[src/core/ata_params.svh]
// Purpose: Offsets, field positions, reset values and timing counts of the converter control.
// Assumes: Register index offsets on the internal 8-bit peripheral bus.
// Notes: Definitions only; included by bare name.
`ifndef ATA_PARAMS_SVH
`define ATA_PARAMS_SVH

// ----------------------------------------
// Register indices on the peripheral bus
// ----------------------------------------
`define ATA_OFS_CSR 4'h0
`define ATA_OFS_CTRL 4'h1
`define ATA_OFS_TSEL 4'h2
`define ATA_OFS_PMR 4'h3
`define ATA_OFS_MSTP_H 4'h4
`define ATA_OFS_MSTP_L 4'h5
`define ATA_OFS_SRES_H 4'h6
`define ATA_OFS_SRES_L 4'h7
`define ATA_OFS_HRES_H 4'h8
`define ATA_OFS_HRES_L 4'h9

// ----------------------------------------
// Field positions
// ----------------------------------------
`define ATA_CSR_SEND 7
`define ATA_CSR_HW_DONE 6
`define ATA_CSR_DONE_IE 5
`define ATA_CSR_SOFT_START 4
`define ATA_CSR_HW_START 3
`define ATA_CSR_BUSY 2
`define ATA_CSR_CANCEL 1
`define ATA_MSTP_STOP_BIT 2

// ----------------------------------------
// Reset values and fixed read bits
// ----------------------------------------
`define ATA_TSEL_RESET 8'hfc
`define ATA_TSEL_FIXED 6'h3f
`define ATA_TSEL_FIELD_RESET 2'h0
`define ATA_PMR_RESET 8'h00
`define ATA_MSTP_RESET 16'hffff
`define ATA_CSR_RESET 8'h01
`define ATA_UNMAPPED_READ 8'hff

// ----------------------------------------
// Timing: comparator settle time per SAR step
// ----------------------------------------
`define ATA_CLK_PERIOD_NS 8
`define ATA_SAR_SETTLE_NS 48
`define ATA_SAR_SETTLE_CYC ((`ATA_SAR_SETTLE_NS + `ATA_CLK_PERIOD_NS - 1) / `ATA_CLK_PERIOD_NS)

`endif

[src/core/ata_pkg.sv]
// Purpose: Types shared by the converter control.
// Assumes: Widths fixed at the documented values.
// Notes: Holds types only; numbers live in the params header.
package ata_pkg;

  // Conversion owner; Gray steps idle -> soft -> hw.
  typedef enum logic [1:0] {
    ST_IDLE = 2'h0,
    ST_SOFT = 2'h1,
    ST_HW = 2'h3
  } ata_mode_e;

  // Whole state of the block, registered as one word.
  typedef struct packed {
    ata_mode_e mode;
    logic [1:0] tsel;
    logic [7:0] pmr;
    logic [15:0] mstp;
    logic [3:0] sch;
    logic [1:0] hch;
    logic done_ie;
    logic send;
    logic hw_done;
    logic busy;
    logic soft_cancel;
    logic send_seen;
    logic hw_done_seen;
    logic [9:0] sres;
    logic [9:0] hres;
    logic [7:0] temp;
    logic [7:0] rdata;
    logic irq;
    logic [9:0] sar;
    logic [9:0] dac;
    logic [3:0] bitn;
    logic [3:0] settle;
    logic [2:0] ext_s;
    logic ext_lvl;
    logic [2:0] cmp_s;
    logic cmp_lvl;
    logic [3:0] chan;
  } ata_state_s;

endpackage

[src/core/ata_ctrl.sv]
// Purpose: Trigger selection, arbitration and SAR sequencing of a 10-bit converter.
// Assumes: One 125 MHz clock; CPU on an 8-bit internal bus with one-cycle strobes.
// Notes: The analog comparator sits outside and answers on cmp_hi_in.
//
// How it works
// (RULE_01) Two-bit field picks the hardware start source.
// (RULE_02) Trigger select resets to fc, also in stop.
// (RULE_03) Top six trigger bits read one, unwritable.
// (RULE_04) Software changes source only while idle; the code accepts trigger select writes in any mode.
// (RULE_05) Port0 bits pick general or analog pin.
// (RULE_06) Stop bit halts converter; halt register resets ffff.
// (RULE_07) Upper result read latches lower byte.
// (RULE_08) Lower result read returns the latch.
// (RULE_09) CPU reads upper byte before lower byte.
// (RULE_10) Successive approximation gives ten-bit result.
// (RULE_11) Soft start flag starts, clears at end.
// (RULE_12) Soft field picks one of twelve inputs.
// (RULE_13) End sets soft or hw done flag.
// (RULE_14) Stop soft conversion before changing settings.
// (RULE_15) Stop hw conversion before changing settings.
// (RULE_16) Soft start during hw run sets busy.
// (RULE_17) Reading hw result clears busy.
// (RULE_18) Hw trigger cancels soft run, sets cancelled.
// (RULE_19) Fresh soft start clears the cancelled flag.
// (RULE_20) Trigger sets hw start flag until end.
// (RULE_21) Hw field picks one of four upper inputs.
// (RULE_22) Hw run swaps channel, then reverts.
// (RULE_23) Same-cycle requests: hardware wins.
// (RULE_24) Done flags clear by zero after read.
// (RULE_25) Writing hw flag zero aborts conversion.
// (RULE_26) Interrupt follows enable and done flags.
`timescale 1ns/1ps
`include "ata_params.svh"
`default_nettype none

module ata_ctrl (
  input wire logic mclk_in,
  input wire logic rst_b_in,
  input wire logic [3:0] bus_addr_in,
  input wire logic bus_rd_in,
  input wire logic bus_wr_in,
  input wire logic [7:0] bus_wdata_in,
  input wire logic trigger_line_a_in,
  input wire logic internal_trigger_b_in,
  input wire logic ext_trigger_in,
  input wire logic cmp_hi_in,
  input wire logic low_power_in,
  output logic [7:0] bus_rdata_out,
  output logic conversion_end_irq_out,
  output logic [3:0] mux_channel_out,
  output logic [9:0] dac_code_out,
  output logic [7:0] pin_analog_select_out,
  output logic converter_stop_bit_out
);

  // ----------------------------------------
  // Constants and helpers
  // ----------------------------------------

  // Settle count per SAR step, loaded as a down counter.
  localparam logic [3:0] SETTLE_LOAD = 4'(`ATA_SAR_SETTLE_CYC - 1);

  // Reset image of the whole state word.
  localparam ata_pkg::ata_state_s RST_STATE = '{
    mode: ata_pkg::ST_IDLE,
    tsel: `ATA_TSEL_FIELD_RESET,
    pmr: `ATA_PMR_RESET,
    mstp: `ATA_MSTP_RESET,
    default: '0
  };

  // One-hot weight of a SAR bit position.
  function automatic logic [9:0] bit_weight(input logic [3:0] pos);
    bit_weight = 10'h001 << pos;
  endfunction

  // Upper byte of a left-justified ten-bit result.
  function automatic logic [7:0] res_hi(input logic [9:0] res);
    res_hi = res[9:2];
  endfunction

  // Lower byte of a left-justified ten-bit result.
  function automatic logic [7:0] res_lo(input logic [9:0] res);
    res_lo = {res[1:0], 6'h00};
  endfunction

  // ----------------------------------------
  // State
  // ----------------------------------------

  ata_pkg::ata_state_s st_r; // Current state word.
  ata_pkg::ata_state_s st_nxt; // Next state word.
  logic wr_csr; // Write strobe to the status register.
  logic soft_req; // Software asks for a conversion.
  logic ext_edge; // Filtered rising edge of the pin trigger.
  logic hw_trig; // Selected hardware trigger fired.
  logic cmp_now; // Filtered comparator level for this step.
  logic done; // Last SAR step finished this cycle.
  logic start_en; // A conversion starts this cycle.
  ata_pkg::ata_mode_e start_mode; // Owner of the starting conversion.
  logic [9:0] trial; // SAR code after the current decision.
  logic stop_all; // Module stop or low-power mode holds the block.

  // ----------------------------------------
  // Next-state logic
  // ----------------------------------------

  // All behaviour is worked out here; writes come first so that
  // hardware events later in the process win over a same-cycle clear.
  always_comb begin
    st_nxt = st_r;
    ext_edge = 1'b0;
    hw_trig = 1'b0;
    done = 1'b0;
    start_en = 1'b0;
    start_mode = ata_pkg::ST_IDLE;
    trial = st_r.sar;
    cmp_now = st_r.cmp_lvl;
    wr_csr = bus_wr_in && (bus_addr_in == `ATA_OFS_CSR);
    soft_req = wr_csr && bus_wdata_in[`ATA_CSR_SOFT_START];
    // (RULE_06) Stop bit or sleep state
    stop_all = st_r.mstp[`ATA_MSTP_STOP_BIT] | low_power_in;

    // Three-stage filters; a level counts once stages two and three agree.
    st_nxt.ext_s = {st_r.ext_s[1:0], ext_trigger_in};
    st_nxt.cmp_s = {st_r.cmp_s[1:0], cmp_hi_in};
    if (st_r.ext_s[1] == st_r.ext_s[2]) begin
      st_nxt.ext_lvl = st_r.ext_s[2];
      ext_edge = st_r.ext_s[2] & ~st_r.ext_lvl;
    end
    if (st_r.cmp_s[1] == st_r.cmp_s[2]) begin
      st_nxt.cmp_lvl = st_r.cmp_s[2];
      cmp_now = st_r.cmp_s[2];
    end

    // (RULE_01) Start source decode
    case (st_r.tsel)
      2'h1: hw_trig = trigger_line_a_in;
      2'h2: hw_trig = internal_trigger_b_in;
      2'h3: hw_trig = ext_edge;
      default: hw_trig = 1'b0;
    endcase

    // Register reads; the answer is registered and stands until the next read.
    if (bus_rd_in) begin
      case (bus_addr_in)
        `ATA_OFS_CSR: begin
          st_nxt.rdata = {st_r.send, st_r.hw_done, st_r.done_ie, st_r.mode == ata_pkg::ST_SOFT,
                          st_r.mode == ata_pkg::ST_HW, st_r.busy, st_r.soft_cancel, 1'b1};
          // (RULE_24) Remember flags seen as one
          if (st_r.send) begin
            st_nxt.send_seen = 1'b1;
          end
          if (st_r.hw_done) begin
            st_nxt.hw_done_seen = 1'b1;
          end
        end
        `ATA_OFS_CTRL: st_nxt.rdata = {2'h0, st_r.hch, st_r.sch};
        // (RULE_03) Upper bits read as one
        `ATA_OFS_TSEL: st_nxt.rdata = {`ATA_TSEL_FIXED, st_r.tsel};
        `ATA_OFS_PMR: st_nxt.rdata = st_r.pmr;
        `ATA_OFS_MSTP_H: st_nxt.rdata = st_r.mstp[15:8];
        `ATA_OFS_MSTP_L: st_nxt.rdata = st_r.mstp[7:0];
        `ATA_OFS_SRES_H: begin
          // (RULE_07) Upper read fills the latch
          st_nxt.rdata = res_hi(st_r.sres);
          st_nxt.temp = res_lo(st_r.sres);
        end
        `ATA_OFS_HRES_H: begin
          st_nxt.rdata = res_hi(st_r.hres);
          st_nxt.temp = res_lo(st_r.hres);
          // (RULE_17) Result read clears busy
          st_nxt.busy = 1'b0;
        end
        `ATA_OFS_HRES_L: begin
          // (RULE_08) Lower read from latch
          st_nxt.rdata = st_r.temp;
          st_nxt.busy = 1'b0;
        end
        // (RULE_08) Lower read from latch
        `ATA_OFS_SRES_L: st_nxt.rdata = st_r.temp;
        default: st_nxt.rdata = `ATA_UNMAPPED_READ;
      endcase
    end

    // Register writes; result registers are read-only.
    if (bus_wr_in) begin
      case (bus_addr_in)
        `ATA_OFS_CSR: begin
          st_nxt.done_ie = bus_wdata_in[`ATA_CSR_DONE_IE];
          // (RULE_24) Clear only after seen
          if (!bus_wdata_in[`ATA_CSR_SEND] && st_r.send_seen) begin
            st_nxt.send = 1'b0;
            st_nxt.send_seen = 1'b0;
          end
          if (!bus_wdata_in[`ATA_CSR_HW_DONE] && st_r.hw_done_seen) begin
            st_nxt.hw_done = 1'b0;
            st_nxt.hw_done_seen = 1'b0;
          end
        end
        `ATA_OFS_CTRL: begin
          st_nxt.sch = bus_wdata_in[3:0];
          st_nxt.hch = bus_wdata_in[5:4];
        end
        // (RULE_03) Only the low field stores
        `ATA_OFS_TSEL: st_nxt.tsel = bus_wdata_in[1:0];
        // (RULE_05) Pin function bits
        `ATA_OFS_PMR: st_nxt.pmr = bus_wdata_in;
        `ATA_OFS_MSTP_H: st_nxt.mstp[15:8] = bus_wdata_in;
        `ATA_OFS_MSTP_L: st_nxt.mstp[7:0] = bus_wdata_in;
        default: st_nxt.mstp = st_r.mstp;
      endcase
    end

    // (RULE_10) One SAR decision per settle period, MSB first.
    if (st_r.mode != ata_pkg::ST_IDLE) begin
      if (st_r.settle != 4'h0) begin
        st_nxt.settle = st_r.settle - 4'h1;
      end else begin
        trial = cmp_now ? (st_r.sar | bit_weight(st_r.bitn)) : st_r.sar;
        st_nxt.sar = trial;
        if (st_r.bitn == 4'h0) begin
          done = 1'b1;
        end else begin
          st_nxt.bitn = st_r.bitn - 4'h1;
          st_nxt.settle = SETTLE_LOAD;
          st_nxt.dac = trial | bit_weight(st_r.bitn - 4'h1);
        end
      end
    end

    // (RULE_13) End of conversion sets done
    if (done) begin
      st_nxt.mode = ata_pkg::ST_IDLE;
      if (st_r.mode == ata_pkg::ST_SOFT) begin
        // (RULE_11) Soft flag drops at end
        st_nxt.sres = trial;
        st_nxt.send = 1'b1;
      end else begin
        // (RULE_20) Hw flag drops at end
        st_nxt.hres = trial;
        st_nxt.hw_done = 1'b1;
      end
    end

    // (RULE_14) Writing soft flag zero aborts
    if (wr_csr && !bus_wdata_in[`ATA_CSR_SOFT_START] && st_r.mode == ata_pkg::ST_SOFT) begin
      st_nxt.mode = ata_pkg::ST_IDLE;
    end
    // (RULE_25) Writing hw flag zero aborts
    if (wr_csr && !bus_wdata_in[`ATA_CSR_HW_START] && st_r.mode == ata_pkg::ST_HW) begin
      st_nxt.mode = ata_pkg::ST_IDLE;
    end

    // (RULE_23) Hardware checked before software
    if (hw_trig && st_r.mode != ata_pkg::ST_HW) begin
      // (RULE_18) Cancel a running soft conversion
      if (st_r.mode == ata_pkg::ST_SOFT && !done) begin
        st_nxt.soft_cancel = 1'b1;
      end
      if (soft_req) begin
        st_nxt.busy = 1'b1;
      end
      start_en = 1'b1;
      start_mode = ata_pkg::ST_HW;
    end else if (soft_req) begin
      if (st_r.mode == ata_pkg::ST_HW) begin
        // (RULE_16) Refused soft start marks busy
        st_nxt.busy = 1'b1;
      end else if (st_r.mode == ata_pkg::ST_IDLE || done) begin
        // (RULE_19) New soft start clears cancel
        st_nxt.soft_cancel = 1'b0;
        start_en = 1'b1;
        start_mode = ata_pkg::ST_SOFT;
      end
    end

    // (RULE_20) Start sets the owner flag
    if (start_en) begin
      st_nxt.mode = start_mode;
      st_nxt.sar = 10'h000;
      st_nxt.bitn = 4'h9;
      st_nxt.settle = SETTLE_LOAD;
      st_nxt.dac = bit_weight(4'h9);
    end

    // (RULE_02) Stop and sleep reinitialise
    if (stop_all) begin
      st_nxt.mode = ata_pkg::ST_IDLE;
      st_nxt.tsel = `ATA_TSEL_FIELD_RESET;
      st_nxt.done_ie = 1'b0;
      st_nxt.send = 1'b0;
      st_nxt.hw_done = 1'b0;
      st_nxt.busy = 1'b0;
      st_nxt.soft_cancel = 1'b0;
      st_nxt.send_seen = 1'b0;
      st_nxt.hw_done_seen = 1'b0;
    end

    // (RULE_22) Channel follows the owner
    if (st_nxt.mode == ata_pkg::ST_HW) begin
      // (RULE_21) Upper four inputs
      st_nxt.chan = {2'h2, st_nxt.hch};
    end else begin
      // (RULE_12) Soft channel field
      st_nxt.chan = st_nxt.sch;
    end

    // (RULE_26) Level interrupt request
    st_nxt.irq = st_nxt.done_ie & (st_nxt.send | st_nxt.hw_done);
  end

  // ----------------------------------------
  // State register
  // ----------------------------------------

  // The whole state word is one register; reset loads constants only.
  always_ff @(posedge mclk_in or negedge rst_b_in) begin
    if (!rst_b_in) begin
      st_r <= RST_STATE;
    end else begin
      st_r <= st_nxt;
    end
  end

  // ----------------------------------------
  // Outputs, all straight from the state word
  // ----------------------------------------

  assign bus_rdata_out = st_r.rdata;
  assign conversion_end_irq_out = st_r.irq;
  assign mux_channel_out = st_r.chan;
  assign dac_code_out = st_r.dac;
  assign pin_analog_select_out = st_r.pmr;
  assign converter_stop_bit_out = st_r.mstp[`ATA_MSTP_STOP_BIT];

endmodule

`default_nettype wire

[config.mk]
export PLATFORM = sky130hd
export DESIGN_NAME = ata_ctrl
export DESIGN_NICKNAME = d
export VERILOG_FILES = /design/src/core/ata_pkg.sv /design/src/core/ata_ctrl.sv
export VERILOG_INCLUDE_DIRS = /design/src /design/src/core
export SDC_FILE = /design/constraint.sdc
export NUM_CORES = 1
export LEC_CHECK = 0
export BUFFER_PORTS_ARGS = -buffer_cell sky130_fd_sc_hd__buf_2
export CELL_PAD_IN_SITES_DETAIL_PLACEMENT = 0
export CELL_PAD_IN_SITES_GLOBAL_PLACEMENT = 1
export CORE_ASPECT_RATIO = 2
export CORE_MARGIN = 8
export CORE_UTILIZATION = 50
export CTS_CLUSTER_SIZE = 20
export DETAILED_ROUTE_END_ITERATION = 8
export GPL_ROUTABILITY_DRIVEN = 0
export HOLD_SLACK_MARGIN = 0.05
export MAX_ROUTING_LAYER = met4
export PLACE_DENSITY = 0.87
export SYNTH_ARGS = -nofsm -noshare
export SYNTH_HDL_FRONTEND = slang
export SYNTH_SLANG_ARGS = --single-unit
[constraint.sdc]
create_clock -name mclk_in -period 5.15 [get_ports mclk_in]
set_input_delay 1.2875 -clock mclk_in [delete_from_list [all_inputs] [get_ports mclk_in]]
set_output_delay 1.2875 -clock mclk_in [all_outputs]
set_load 0.03 [all_outputs]
# After elaboration in Yosys (flattened, before gate mapping)
# Cells that the tools add are included.
[word_totals]
reg_bits = 118
in_bits = 21
out_inout_bits = 32
word_cells = 163
[classes]
n_addsub = 2
eq_ne = 23
n_shift = 2
muxes = 60
bitwise_logic = 8
n_reduce_logical = 40
[op_table]
columns = ["cell", "n"]
rows = [
  ["one-hot mux 8 bit (9 select lines)", 1],
  ["two-way mux 28 bit", 2],
  ["two-way mux 35 bit", 1],
  ["two-way mux 10 bit", 3],
  ["two-way mux 1 bit", 27],
  ["two-way mux 2 bit", 13],
  ["two-way mux 24 bit", 1],
  ["two-way mux 8 bit", 3],
  ["bitwise OR 10 bit", 2],
  ["left shift 1 x 4 -> 10 bit (first input constant)", 2],
  ["two-way mux 18 bit", 1],
  ["AND reduction 2 bit", 9],
  ["equality test 4 x 3 -> 1 bit (second input constant)", 4],
  ["one-hot mux 8 bit (2 select lines)", 1],
  ["two-way mux 4 bit", 3],
  ["logical AND 1 bit", 10],
  ["nonzero test 2 bit", 5],
  ["equality test 2 bit (second input constant)", 4],
  ["equality test 4 x 2 -> 1 bit (second input constant)", 2],
  ["equality test 4 bit (second input constant)", 2],
  ["zero test 4 bit", 2],
  ["subtractor 4 x 1 -> 4 bit (second input constant)", 2],
  ["two-way mux 7 bit", 1],
  ["two-way mux 6 bit", 1],
  ["19 further kinds", 33],
]

# Logic depth before layout (Yosys ltp)
# Gate-level depths: netlist (run 1).
[logic_depth]
depth_word = 13
depth_mapped = 8
mapped_depth_nobuf = 8

# Least setup slack after synthesis (run 1)
# Ideal clock, no wire load.
[synth_path]
path_kind = "input port to flip-flop"
startpoint = "input port bus_addr_in[3]"
endpoint = "register st_r, in the netlist pin_analog_select_out[0]"
setup_time_ps = 125
arrival_ps = 2525
required_ps = 5025
setup_slack_ps = 2500
cell_stages = 4
n_path_buf = 1
path_cell_list = "buf_2 > or3b_1 > nor2_2 > mux2_2"
[synth_via]
elab_chain_cells = 2
[synth_rtl]
columns = ["item", "line", "source"]
rows = [
  ["start, declared", "ata_ctrl.sv:39", "input wire logic [3:0] bus_addr_in,"],
  ["equality test 4 x 2 -> 1 bit", "ata_ctrl.sv:188", "case (bus_addr_in)"],
  ["AND reduction 2 bit (no source line)", "n/a", ""],
  ["end signal, assigned", "ata_ctrl.sv:322", "st_r <= st_nxt;"],
  ["end, declared", "ata_ctrl.sv:91", "ata_pkg::ata_state_s st_r;"],
]
# Every way passes these cells.
# A chain may end at the register's enable or synchronous reset.

# Worst setup path after layout (run 1)
[layout_path]
startpoint = "input port bus_addr_in[1]"
endpoint = "register st_r[79] (netlist name)"
[layout_via]
elab_chain_cells = 5
[layout_rtl]
columns = ["item", "line", "source"]
rows = [
  ["zero test 4 bit", "n/a", ""],
  ["logical AND 1 bit", "ata_ctrl.sv:119", "wr_csr = bus_wr_in && (bus_addr_in == `ATA_OFS_CSR);"],
  ["logical AND 1 bit", "ata_ctrl.sv:120", "soft_req = wr_csr && bus_wdata_in[`ATA_CSR_SOFT_START];"],
  ["nonzero test 3 bit (no source line)", "n/a", ""],
  ["AND reduction 4 bit (no source line)", "n/a", ""],
]
# Every way passes these cells.

==> impl_summary.md, run 1 <==
Synth
After synthesis the cells add up to roughly 5700 sq um. Synthesis inferred 112 register bits. The area share of the largest cell type after synthesis is 42.3%. The share of the yosys chip area belonging to registers is between 40% and 50%.

Among all flip-flop cells after synthesis, the most frequent one is sky130_fd_sc_hd__dfrtp_1. The netlist uses 73 different library cells. The biggest area contributor in the post-synthesis netlist is sky130_fd_sc_hd__dfrtp_1. sky130_fd_sc_hd__dfrtp_1 is the most common cell in the netlist. Synthesis produced a netlist with a net count of a little under 600. Ranked by total cell area, the synthesized netlist is headed by sky130_fd_sc_hd__dfrtp_1 (42%), sky130_fd_sc_hd__dfstp_2 (7.4%), sky130_fd_sc_hd__mux2_2 (5.6%). The count of flip-flops with a built-in enable after synthesis is 0. Counting instances in the post-synthesis netlist gives the leading cell types as sky130_fd_sc_hd__dfrtp_1 (96), sky130_fd_sc_hd__nand2_1 (61), sky130_fd_sc_hd__nor2_1 (47). Of all flip-flops after synthesis, the portion carrying an async set or reset was 100%. The mean post-synth cell area is 10.1 sq um. Yosys printed 0 warnings. In the synthesized netlist, the number of instances is 564.

Timing
The count of final max-slew check failures is 0. The final setup violation count is 0. The clock tree skew after final layout is between 0.008 and 0.009 ns. At the pin with the least slew margin, the transition time is 1.01 ns. For the final routed database, the setup TNS stands at 0 ns. The share of the clock period used by the worst path is around 62%.

Setup repair after global routing left no endpoint under its margin. The timing-limited maximum frequency is approximately 0.31 GHz. The number of failing hold endpoints at the final stage is 0. The worst max-slew margin expressed relative to the limit is 32.8%. After layout, the minimum clock period comes to 3.19 ns.

CTS
Post-CTS repair changed the size of 0 cells. The clock drives 112 sinks. TritonCTS built the clock tree. The clock reaches the later pin of the worst-skew pair after 0.35 ns. The post-CTS clock slew at the launch and capture registers of the worst setup and hold paths is 0.07 ns. The count of H-tree levels built during CTS is 3. The number of setup buffers added after CTS is 0.

The number of hold buffers added after CTS was 0. The number of buffers created by CTS is 9. The clock tree root buffer cell is sky130_fd_sc_hd__clkbuf_16. The maximum number of buffers from clock root to sink is 2.

Setup path
The largest fanout of any net on the critical path is 29. Data arrives at the worst endpoint at 3.36 ns. The worst setup path is of the in2reg kind. The kind of end point of the critical path is a flop. Data on the critical path is required at its endpoint by 5.32 ns. The worst setup path is launched from an input port.

Global routing
Entering global routing, the biggest net connects 80 pins. The wire length of the first global-routing pass is 23800 um. Global routing consumed, over all layers together, 20.2% of the routing resources. The number of global-route vias before repair is 4520. Summed over all layers, the global routing overflow is 0.

The initial antenna violation count is 0.

Route
Once detail routing completed, the nets flagged for antenna violations numbered 0. The number of DRC markers in iteration 0 is approximately 330. The ratio of routed vias to standard cells is about 6.0.

The via count of the routed design is 4298. The final layout contains routed wiring with a total length of between 10000 and 15000 um. After detailed routing, the number of remaining DRC violations is 0. The total iterations of the first detailed-routing run is 5. The routed length per instance is 20.1 um.

Final layout
From synthesis to final layout, the design area changed by 7.23%. After the last flow step, the layout net total stands at 598. Across the whole layout, storage elements account for 2820 sq um. The repair_antennas step left the layout with diodes totalling 0.

The number of cells in the finished layout apart from fillers is just over 700. The fill cell total of the finished layout is 977. Summing all multi-input logic gate instances after layout gives 2460 sq um.

Summing all non-filler instances in the final layout gives an area of ~6100 sq um. The fraction of final layout cells with drive strength greater than 1 is 23.3%.

Floorplan
The floorplan step defined a die boundary enclosing between 15000 and 20000 sq um. From left edge to right edge, the die measures 91.3 um. The number of I/O pins is 53. Once the floorplan was initialized, standard cells occupied 50.6% of the core.

The total area inside the core boundary comes to 11200 sq um. In this run the vertical extent of the chip is 167 um. The number of standard-cell rows in the floorplan is 55.

Flow run
The max-cap check violation count is 0.

Place
The post-place instance area is 5770 sq um. The count of input and output buffers is 52. The total placed cells including tap cells is ~700.

The detailed-placement wirelength estimate is 10700 um.

Power and ir drop
The leakage power is roughly 2.6 nW. VDD sags by at most between 0.15 and 0.2 mV. The power per cell area is 398 nW/um^2.

Outcome
The run finished with clean final reports.

Worst hold path
The classification of the worst-slack hold path is reg2reg.
## final timing paths
check / end / slack, ns / from / cells after the start
min: st_nxt[11] / 0.36 / st_nxt[10] / 0
min in group asynchronous: pin_analog_select_out[4] / 1.10 / rst_b_in / 1
max reg2reg: st_r[79] / 2.28 / st_r[16] / 7
max in group asynchronous: st_r[90] / 3.04 / rst_b_in / 2
max: st_r[79] / 1.96 / bus_addr_in[1] / 6
min reg2reg: st_nxt[11] / 0.36 / st_nxt[10] / 0
## sequential cells by signal, indices dropped and copies added (netlist names)
register and cells:
pin_analog_select_out 8, bus_rdata_out 8, converter_stop_bit_out 1, st_r 76
dac_code_out 10, mux_channel_out 4, st_nxt 4, conversion_end_irq_out 1
## layout make-up
class | instances | area share (%)
flip-flops and latches | 112 | 46.4
multi-input cells | 383 | 40.4
repair buffers | 53 | 4.44
clock buffers | 12 | 4.21
well taps | 142 | 2.92
clock inverters | 4 | 0.966
inverters | 11 | 0.678
## cell usage in the layout (no fill, tap or decap), types with 4 or more instances in the layout
cell	Yosys	layout
sky130_fd_sc_hd__nand2_1	61	61
sky130_fd_sc_hd__and3_1	4	4
sky130_fd_sc_hd__a32oi_1	5	5
sky130_fd_sc_hd__nand4_1	5	5
sky130_fd_sc_hd__a221oi_1	4	4
sky130_fd_sc_hd__a21oi_1	27	27
sky130_fd_sc_hd__a2111oi_0	6	6
sky130_fd_sc_hd__ha_1	7	7
sky130_fd_sc_hd__nand3_1	19	19
sky130_fd_sc_hd__o21ai_1	6	6
sky130_fd_sc_hd__o22ai_1	7	7
sky130_fd_sc_hd__nor2b_1	16	16
sky130_fd_sc_hd__clkbuf_16	0	9
sky130_fd_sc_hd__inv_1	10	10
sky130_fd_sc_hd__nand2b_1	4	4
sky130_fd_sc_hd__mux2i_1	9	9
sky130_fd_sc_hd__buf_2	12	51
sky130_fd_sc_hd__nor4_1	4	4
sky130_fd_sc_hd__nor3_1	6	6
sky130_fd_sc_hd__dfrtp_1	96	96
sky130_fd_sc_hd__mux2_2	28	28
sky130_fd_sc_hd__dfstp_2	16	16
sky130_fd_sc_hd__o21ai_0	32	32
sky130_fd_sc_hd__a22oi_1	7	7
sky130_fd_sc_hd__nor2_2	4	4
sky130_fd_sc_hd__a211oi_1	4	4
sky130_fd_sc_hd__a31oi_1	12	12
sky130_fd_sc_hd__nor2_1	47	47
## layer usage
layer,up-vias,track usage (%),routed length [um]
met1,2099,20.1,5150
met5,-,-,0
met3,41,3.83,625
met4,0,10.8,664
li1,2004,-,-
met2,154,35.9,7980
## report_power, final
part / switching [mW] / internal [mW]
combinational: 0.349 / 0.189
sequential: 0.112 / 1.04
clock: 0.321 / 0.411
## through the flow
stage,worst slack (ns),power (mW),util (%),hold slack [ns]
global placement,1.63,1.69,51.4,0.336
detailed placement,1.57,1.71,51.4,0.341
finish,1.96,2.42,54.3,0.356
global route,1.81,2.54,54.3,0.362
CTS,1.93,2.44,54.3,0.359
floorplan,2.50,1.59,-,0.331
## logic make-up after synthesis
logic type / synth area share [%]
simple gates: 17.0
compound gates: 16.8
flops: 49.7
buf+inv: 6.94
mux: 7.14
fa+ha+maj: 1.92
xor+xnor: 0.463
## critical path, stage by stage
cell and delay [ns]:
sky130_fd_sc_hd__buf_2 0.27, sky130_fd_sc_hd__nor4_4 0.49, sky130_fd_sc_hd__and3_1 0.26, sky130_fd_sc_hd__a21oi_2 0.10
sky130_fd_sc_hd__nor2_2 0.79, sky130_fd_sc_hd__a211oi_1 0.16
Power figures use the tool's default switching activity.
==> inputs of run 2 (changes only) <==
--- a/config.mk
+++ b/config.mk
@@ -6,18 +6,19 @@
 export SDC_FILE = /design/constraint.sdc
 export NUM_CORES = 1
 export LEC_CHECK = 0
+export ABC_AREA = 1
 export BUFFER_PORTS_ARGS = -buffer_cell sky130_fd_sc_hd__buf_2
 export CELL_PAD_IN_SITES_DETAIL_PLACEMENT = 0
 export CELL_PAD_IN_SITES_GLOBAL_PLACEMENT = 1
 export CORE_ASPECT_RATIO = 2
 export CORE_MARGIN = 8
-export CORE_UTILIZATION = 50
+export CORE_UTILIZATION = 40
 export CTS_CLUSTER_SIZE = 20
 export DETAILED_ROUTE_END_ITERATION = 8
 export GPL_ROUTABILITY_DRIVEN = 0
 export HOLD_SLACK_MARGIN = 0.05
 export MAX_ROUTING_LAYER = met4
-export PLACE_DENSITY = 0.87
+export PLACE_DENSITY = 0.77
 export SYNTH_ARGS = -nofsm -noshare
 export SYNTH_HDL_FRONTEND = slang
 export SYNTH_SLANG_ARGS = --single-unit
==> constraint.sdc (replaced) <==
create_clock -name mclk_in -period 2.6 [get_ports mclk_in]
set_input_delay 0.65 -clock mclk_in [delete_from_list [all_inputs] [get_ports mclk_in]]
set_output_delay 0.65 -clock mclk_in [all_outputs]
set_load 0.03 [all_outputs]
==> run 2 against run 1 <==
  * Die area rose by 18%
  * Total power up 100%
  * Clock skew fell by 0.0015 ns
  * Global-route usage fell by 2.5 points
  * First-iteration DRC count decreased by 39%
  * Critical path depth up 1
  * Setup slack worse by 1.7 ns
  * Critical path type is now reg2reg
==> impl_summary.md, run 2 <==
Setup path
The number of cells on the worst reg-to-reg path is 7. The largest single stage delay on the critical path is 0.41 ns. The largest fanout of any net on the critical path is 13.

The critical path in this run is classified as reg2reg. The number of buffers and inverters on the critical path is 1. The worst setup path is launched from a flop. Data on the critical path arrives at its endpoint at roughly 2.7 ns. The endpoint required time on the critical path is 2.88 ns. The most prevalent standard cell on the critical path is sky130_fd_sc_hd__nand2_1. The setup slack of the worst register-to-register path is 0.22 ns.

Traced cell by cell, the critical path runs through inv_1 > ha_1 > nand2_1 > nor2_2 > nand2_1 > o22ai_1 > o21a_1. In this run the critical register-to-register path is launched from st_r[16]. The cell with the largest stage delay on the worst path is sky130_fd_sc_hd__dfrtp_1. In this run the worst setup path begins at st_r[16].

The worst setup path is captured at a flop. The end of the worst register-to-register path is conversion_end_irq_out. On the critical path the largest part of the delay comes from simple AND/OR/NAND/NOR gates.

Synth
Yosys printed 0 warnings. After synthesis the netlist holds a flip-flop and latch count of approximately 110. After synthesis, the largest family of logic cells by area is simple AND/OR/NAND/NOR gates.

After Yosys synthesis, XOR and XNOR cells account for 0.817% of the synthesized area. For this run, asynchronously set or reset flops after synthesis account for 100%. The share of the synthesized area in compound gates (AO/OA/AOI/OAI) is 12.4%.

The count of flip-flops with a built-in enable after synthesis is 0. In the synthesized netlist, the cells that appear most often are sky130_fd_sc_hd__nand2_1 (168), sky130_fd_sc_hd__dfrtp_1 (96), sky130_fd_sc_hd__o21ai_0 (73). The simple-gate share of the synthesized area is 24.1%. In the synthesized netlist, the number of instances is approximately 650. The most instantiated flip-flop cell in the synthesis netlist is sky130_fd_sc_hd__dfrtp_1. The mapped netlist covers 5510 sq um. In the post-synthesis netlist, the biggest area contributors are sky130_fd_sc_hd__dfrtp_1 (44%), sky130_fd_sc_hd__nand2_1 (11%), sky130_fd_sc_hd__dfstp_2 (7.6%). After Yosys synthesis, full adders, half adders and majority gates account for between 1.5 and 2% of the synthesized area. Averaged over all synthesized cells, the footprint is 8.47 sq um. The synthesized design spends more area on one cell type than any other, namely sky130_fd_sc_hd__dfrtp_1. Of the post-synthesis cell area, the part taken by muxes is 0%. The synthesized design devotes to its leading area cell type 43.6% of total area. The dominant cell by count in the synthesized netlist is sky130_fd_sc_hd__nand2_1. The number of distinct library cell variants in the gate-level netlist after synthesis is 39. The share of the yosys chip area belonging to registers is 51.2%. The net count after synthesis is 679.

Global routing
Entering global routing, the biggest net connects 61 pins. The first global-routing pass estimated 24100 um of wire. In the global route stage, overall resource usage came out at 17.7%. The initial antenna violation count is 0. The global-route congestion overflow total is 0. The number of global-route vias before repair is 4603.

Timing
The number of failing hold endpoints at the final stage came to 0. At the pin with the least slew margin, the transition time is between 0.4 and 0.5 ns. The count of final max-slew check failures is 0. The worst max-slew margin expressed relative to the limit is 67.5%. The shortest period the worst path allows is 2.38 ns. For the final routed database, the setup TNS stands at 0 ns. Static timing analysis puts the maximum clock frequency at 0.420 GHz. The final setup violation count is 0. On the final layout, the worst clock skew is 0.00720 ns. Setup repair after global routing left no endpoint under its margin. After layout, the worst path uses 91.7% of the clock period. The smallest setup slack after layout is 0.217 ns. The final worst hold slack is 0.248 ns.

Flow run
Max-cap violations in this run came to 0.

Route
The number of DRC violations after detailed routing is 0. The total length of routed wires is approximately 15000 um. The wire length on met2 is ~8400 um.

The number of DRC markers in iteration 0 is around 200. Using the TritonRoute via totals, the vias-per-cell ratio works out to 5.20. The number of nets with antenna violations after detailed routing is 0. In the final routed layout, each cell accounts on average for roughly 18 um. The total iterations of the first detailed-routing run is 4.

The highest layer touched by signal routing is met4. The detailed router put a total of about 5200 um of wire on met1. The routed layout has between 4000 and 5000 vias.

Summed over all nets, wire length on met3 after detailed routing comes to 349 um.

Worst hold path
The min-delay analysis places its worst path in the category in2async.

CTS
In this run, post-CTS hold repair placed 0 buffers. The clock latency on the worst-skew pair is 0.35 ns. TritonCTS built the clock tree. The number of setup buffers added after CTS is 0. Clock-pin slew was measured on the worst setup and hold paths at 0.08 ns. The maximum number of buffers from clock root to sink is 2. The count of H-tree levels built during CTS is 3.

The tree is rooted in a sky130_fd_sc_hd__clkbuf_16. The number of buffers created by CTS is 9. The clock sink total is between 100 and 150. The quantity of gates resized following cts is 0.

Floorplan
The core region is 13400 sq um. The width of the die is 99.0 um. The die is ~180 um tall. The initial utilization of the core area, before any placement, comes to 41.0%. The die area is 18000 sq um. The number of standard-cell rows in the floorplan is 60. The number of I/O pins is 53.

Place
The count of input and output buffers is 52. Detailed placement finished with a half-perimeter wire length of 11900 um. The post-placement setup slack is 0.225 ns.

Power and ir drop
The design draws around 4.9 mW. The share of total power consumed by net switching is about 35%. The relative contribution of sequential cells to total power is 46.1%. The net switching power is ~1.7 mW. The leakage power is 2.93 nW. Internal power comes to 3.13 mW. The combinational share of power is 25.8%. The highest ir drop seen on vdd is 0.420 mV. Power spread over the standard cell area amounts to 803 nW/um^2. The share of total power dissipated in the clock network is 28.1%.

Final layout
The number of antenna diodes in the final layout is 0. At the end of the flow, the number of nets in the layout was 708. The register with the most flip-flops in the layout has 76 of them. The leading cell type in the layout, fill and taps excluded is sky130_fd_sc_hd__nand2_1. The synthesis-to-layout area growth is 9.62%.

Leaving out fill and tap cells, the most frequent cells in the layout are sky130_fd_sc_hd__nand2_1 (168), sky130_fd_sc_hd__dfrtp_1 (96), sky130_fd_sc_hd__o21ai_0 (73). Ranked by flip-flop count, first place goes to st_r. The fraction of final layout cells with drive strength greater than 1 is 19.6%.

Outcome
The run finished with clean final reports.
run 2: cell count changes in the layout (fill, tap and decap cells not counted), moves of 8 or more:
cell                      before  now
sky130_fd_sc_hd__a21oi_1      27   13
sky130_fd_sc_hd__o21ai_0      32   73
sky130_fd_sc_hd__nor2_1       47   56
sky130_fd_sc_hd__mux2_2       28    0
sky130_fd_sc_hd__nand3_1      19   32
sky130_fd_sc_hd__inv_1        10   54
sky130_fd_sc_hd__nor2b_1      16    0
sky130_fd_sc_hd__nor2_4        0    8
sky130_fd_sc_hd__inv_2         0    8
sky130_fd_sc_hd__nand2_1      61  168
sky130_fd_sc_hd__mux2i_1       9    0
run 2: power by group through the flow:
stage | combinational, mW | sequential [mW] | clock [mW]
4_1_cts | 1.27 | 2.24 | 1.39
3_5_place_dp | 1.26 | 2.27 | 0
2_1_floorplan | 1.02 | 2.21 | 0
5_1_grt | 1.39 | 2.27 | 1.45
3_3_place_gp | 1.24 | 2.26 | 0
6_report | 1.25 | 2.24 | 1.36
run 2: final cells by class:
class                      count  area (sq um)
clock buffer                  11           253
sequential                   112          2820
timing repair buffer          61           343
fill                        1317          7390
inverter                      62           233
tap                          155           194
multi-input combinational    434          2160
clock inverter                 5          38.8
run 2: per-layer routing:
layer | global-route usage, % | vias to the layer above
met4 | 12.0 | 0
met2 | 32.5 | 101
met5 | - | -
li1 | - | 2140
met1 | 16.1 | 2076
met3 | 2.68 | 54
run 2: worst max-delay path by stage:
stage	cells after the start	slack, ns	end
floorplan	12	0.86	dac_code_out[4]
global placement	7	0.26	conversion_end_irq_out
detailed placement	7	0.23	conversion_end_irq_out
CTS	7	0.20	conversion_end_irq_out
global route	7	0.05	st_r[72]
finish	7	0.22	conversion_end_irq_out
run 2: per-stage QoR:
| step | cell area [sq um] | instances | utilization (%) |
|---|---|---|---|
| 2_1_floorplan | 5510 | 651 | - |
| 4_1_cts | 6040 | 840 | 45.0 |
| 3_3_place_gp | 5750 | 824 | 42.8 |
| 3_5_place_dp | 5750 | 824 | 42.8 |
| 6_report | 6040 | 840 | 45.0 |
| 5_1_grt | 6040 | 840 | 45.0 |
run 2: cells by family (layout without fill, tap and decap cells):
logic type                 Yosys count  count (layout)
DFF                                112             112
xor gates and xnor gates             3               3
and+or+nand+nor                    298             298
adders and majority gates            9               9
buffers and inverters              105             139
AOI/OAI and AO/OA                  124             124
run 2: worst reg2reg max path, stage by stage (launching register included):
cell and delay, ns:
sky130_fd_sc_hd__dfrtp_1 0.41, sky130_fd_sc_hd__inv_1 0.20, sky130_fd_sc_hd__ha_1 0.35, sky130_fd_sc_hd__nand2_1 0.23, sky130_fd_sc_hd__nor2_2 0.26, sky130_fd_sc_hd__nand2_1 0.34
sky130_fd_sc_hd__o22ai_1 0.34, sky130_fd_sc_hd__o21a_1 0.18
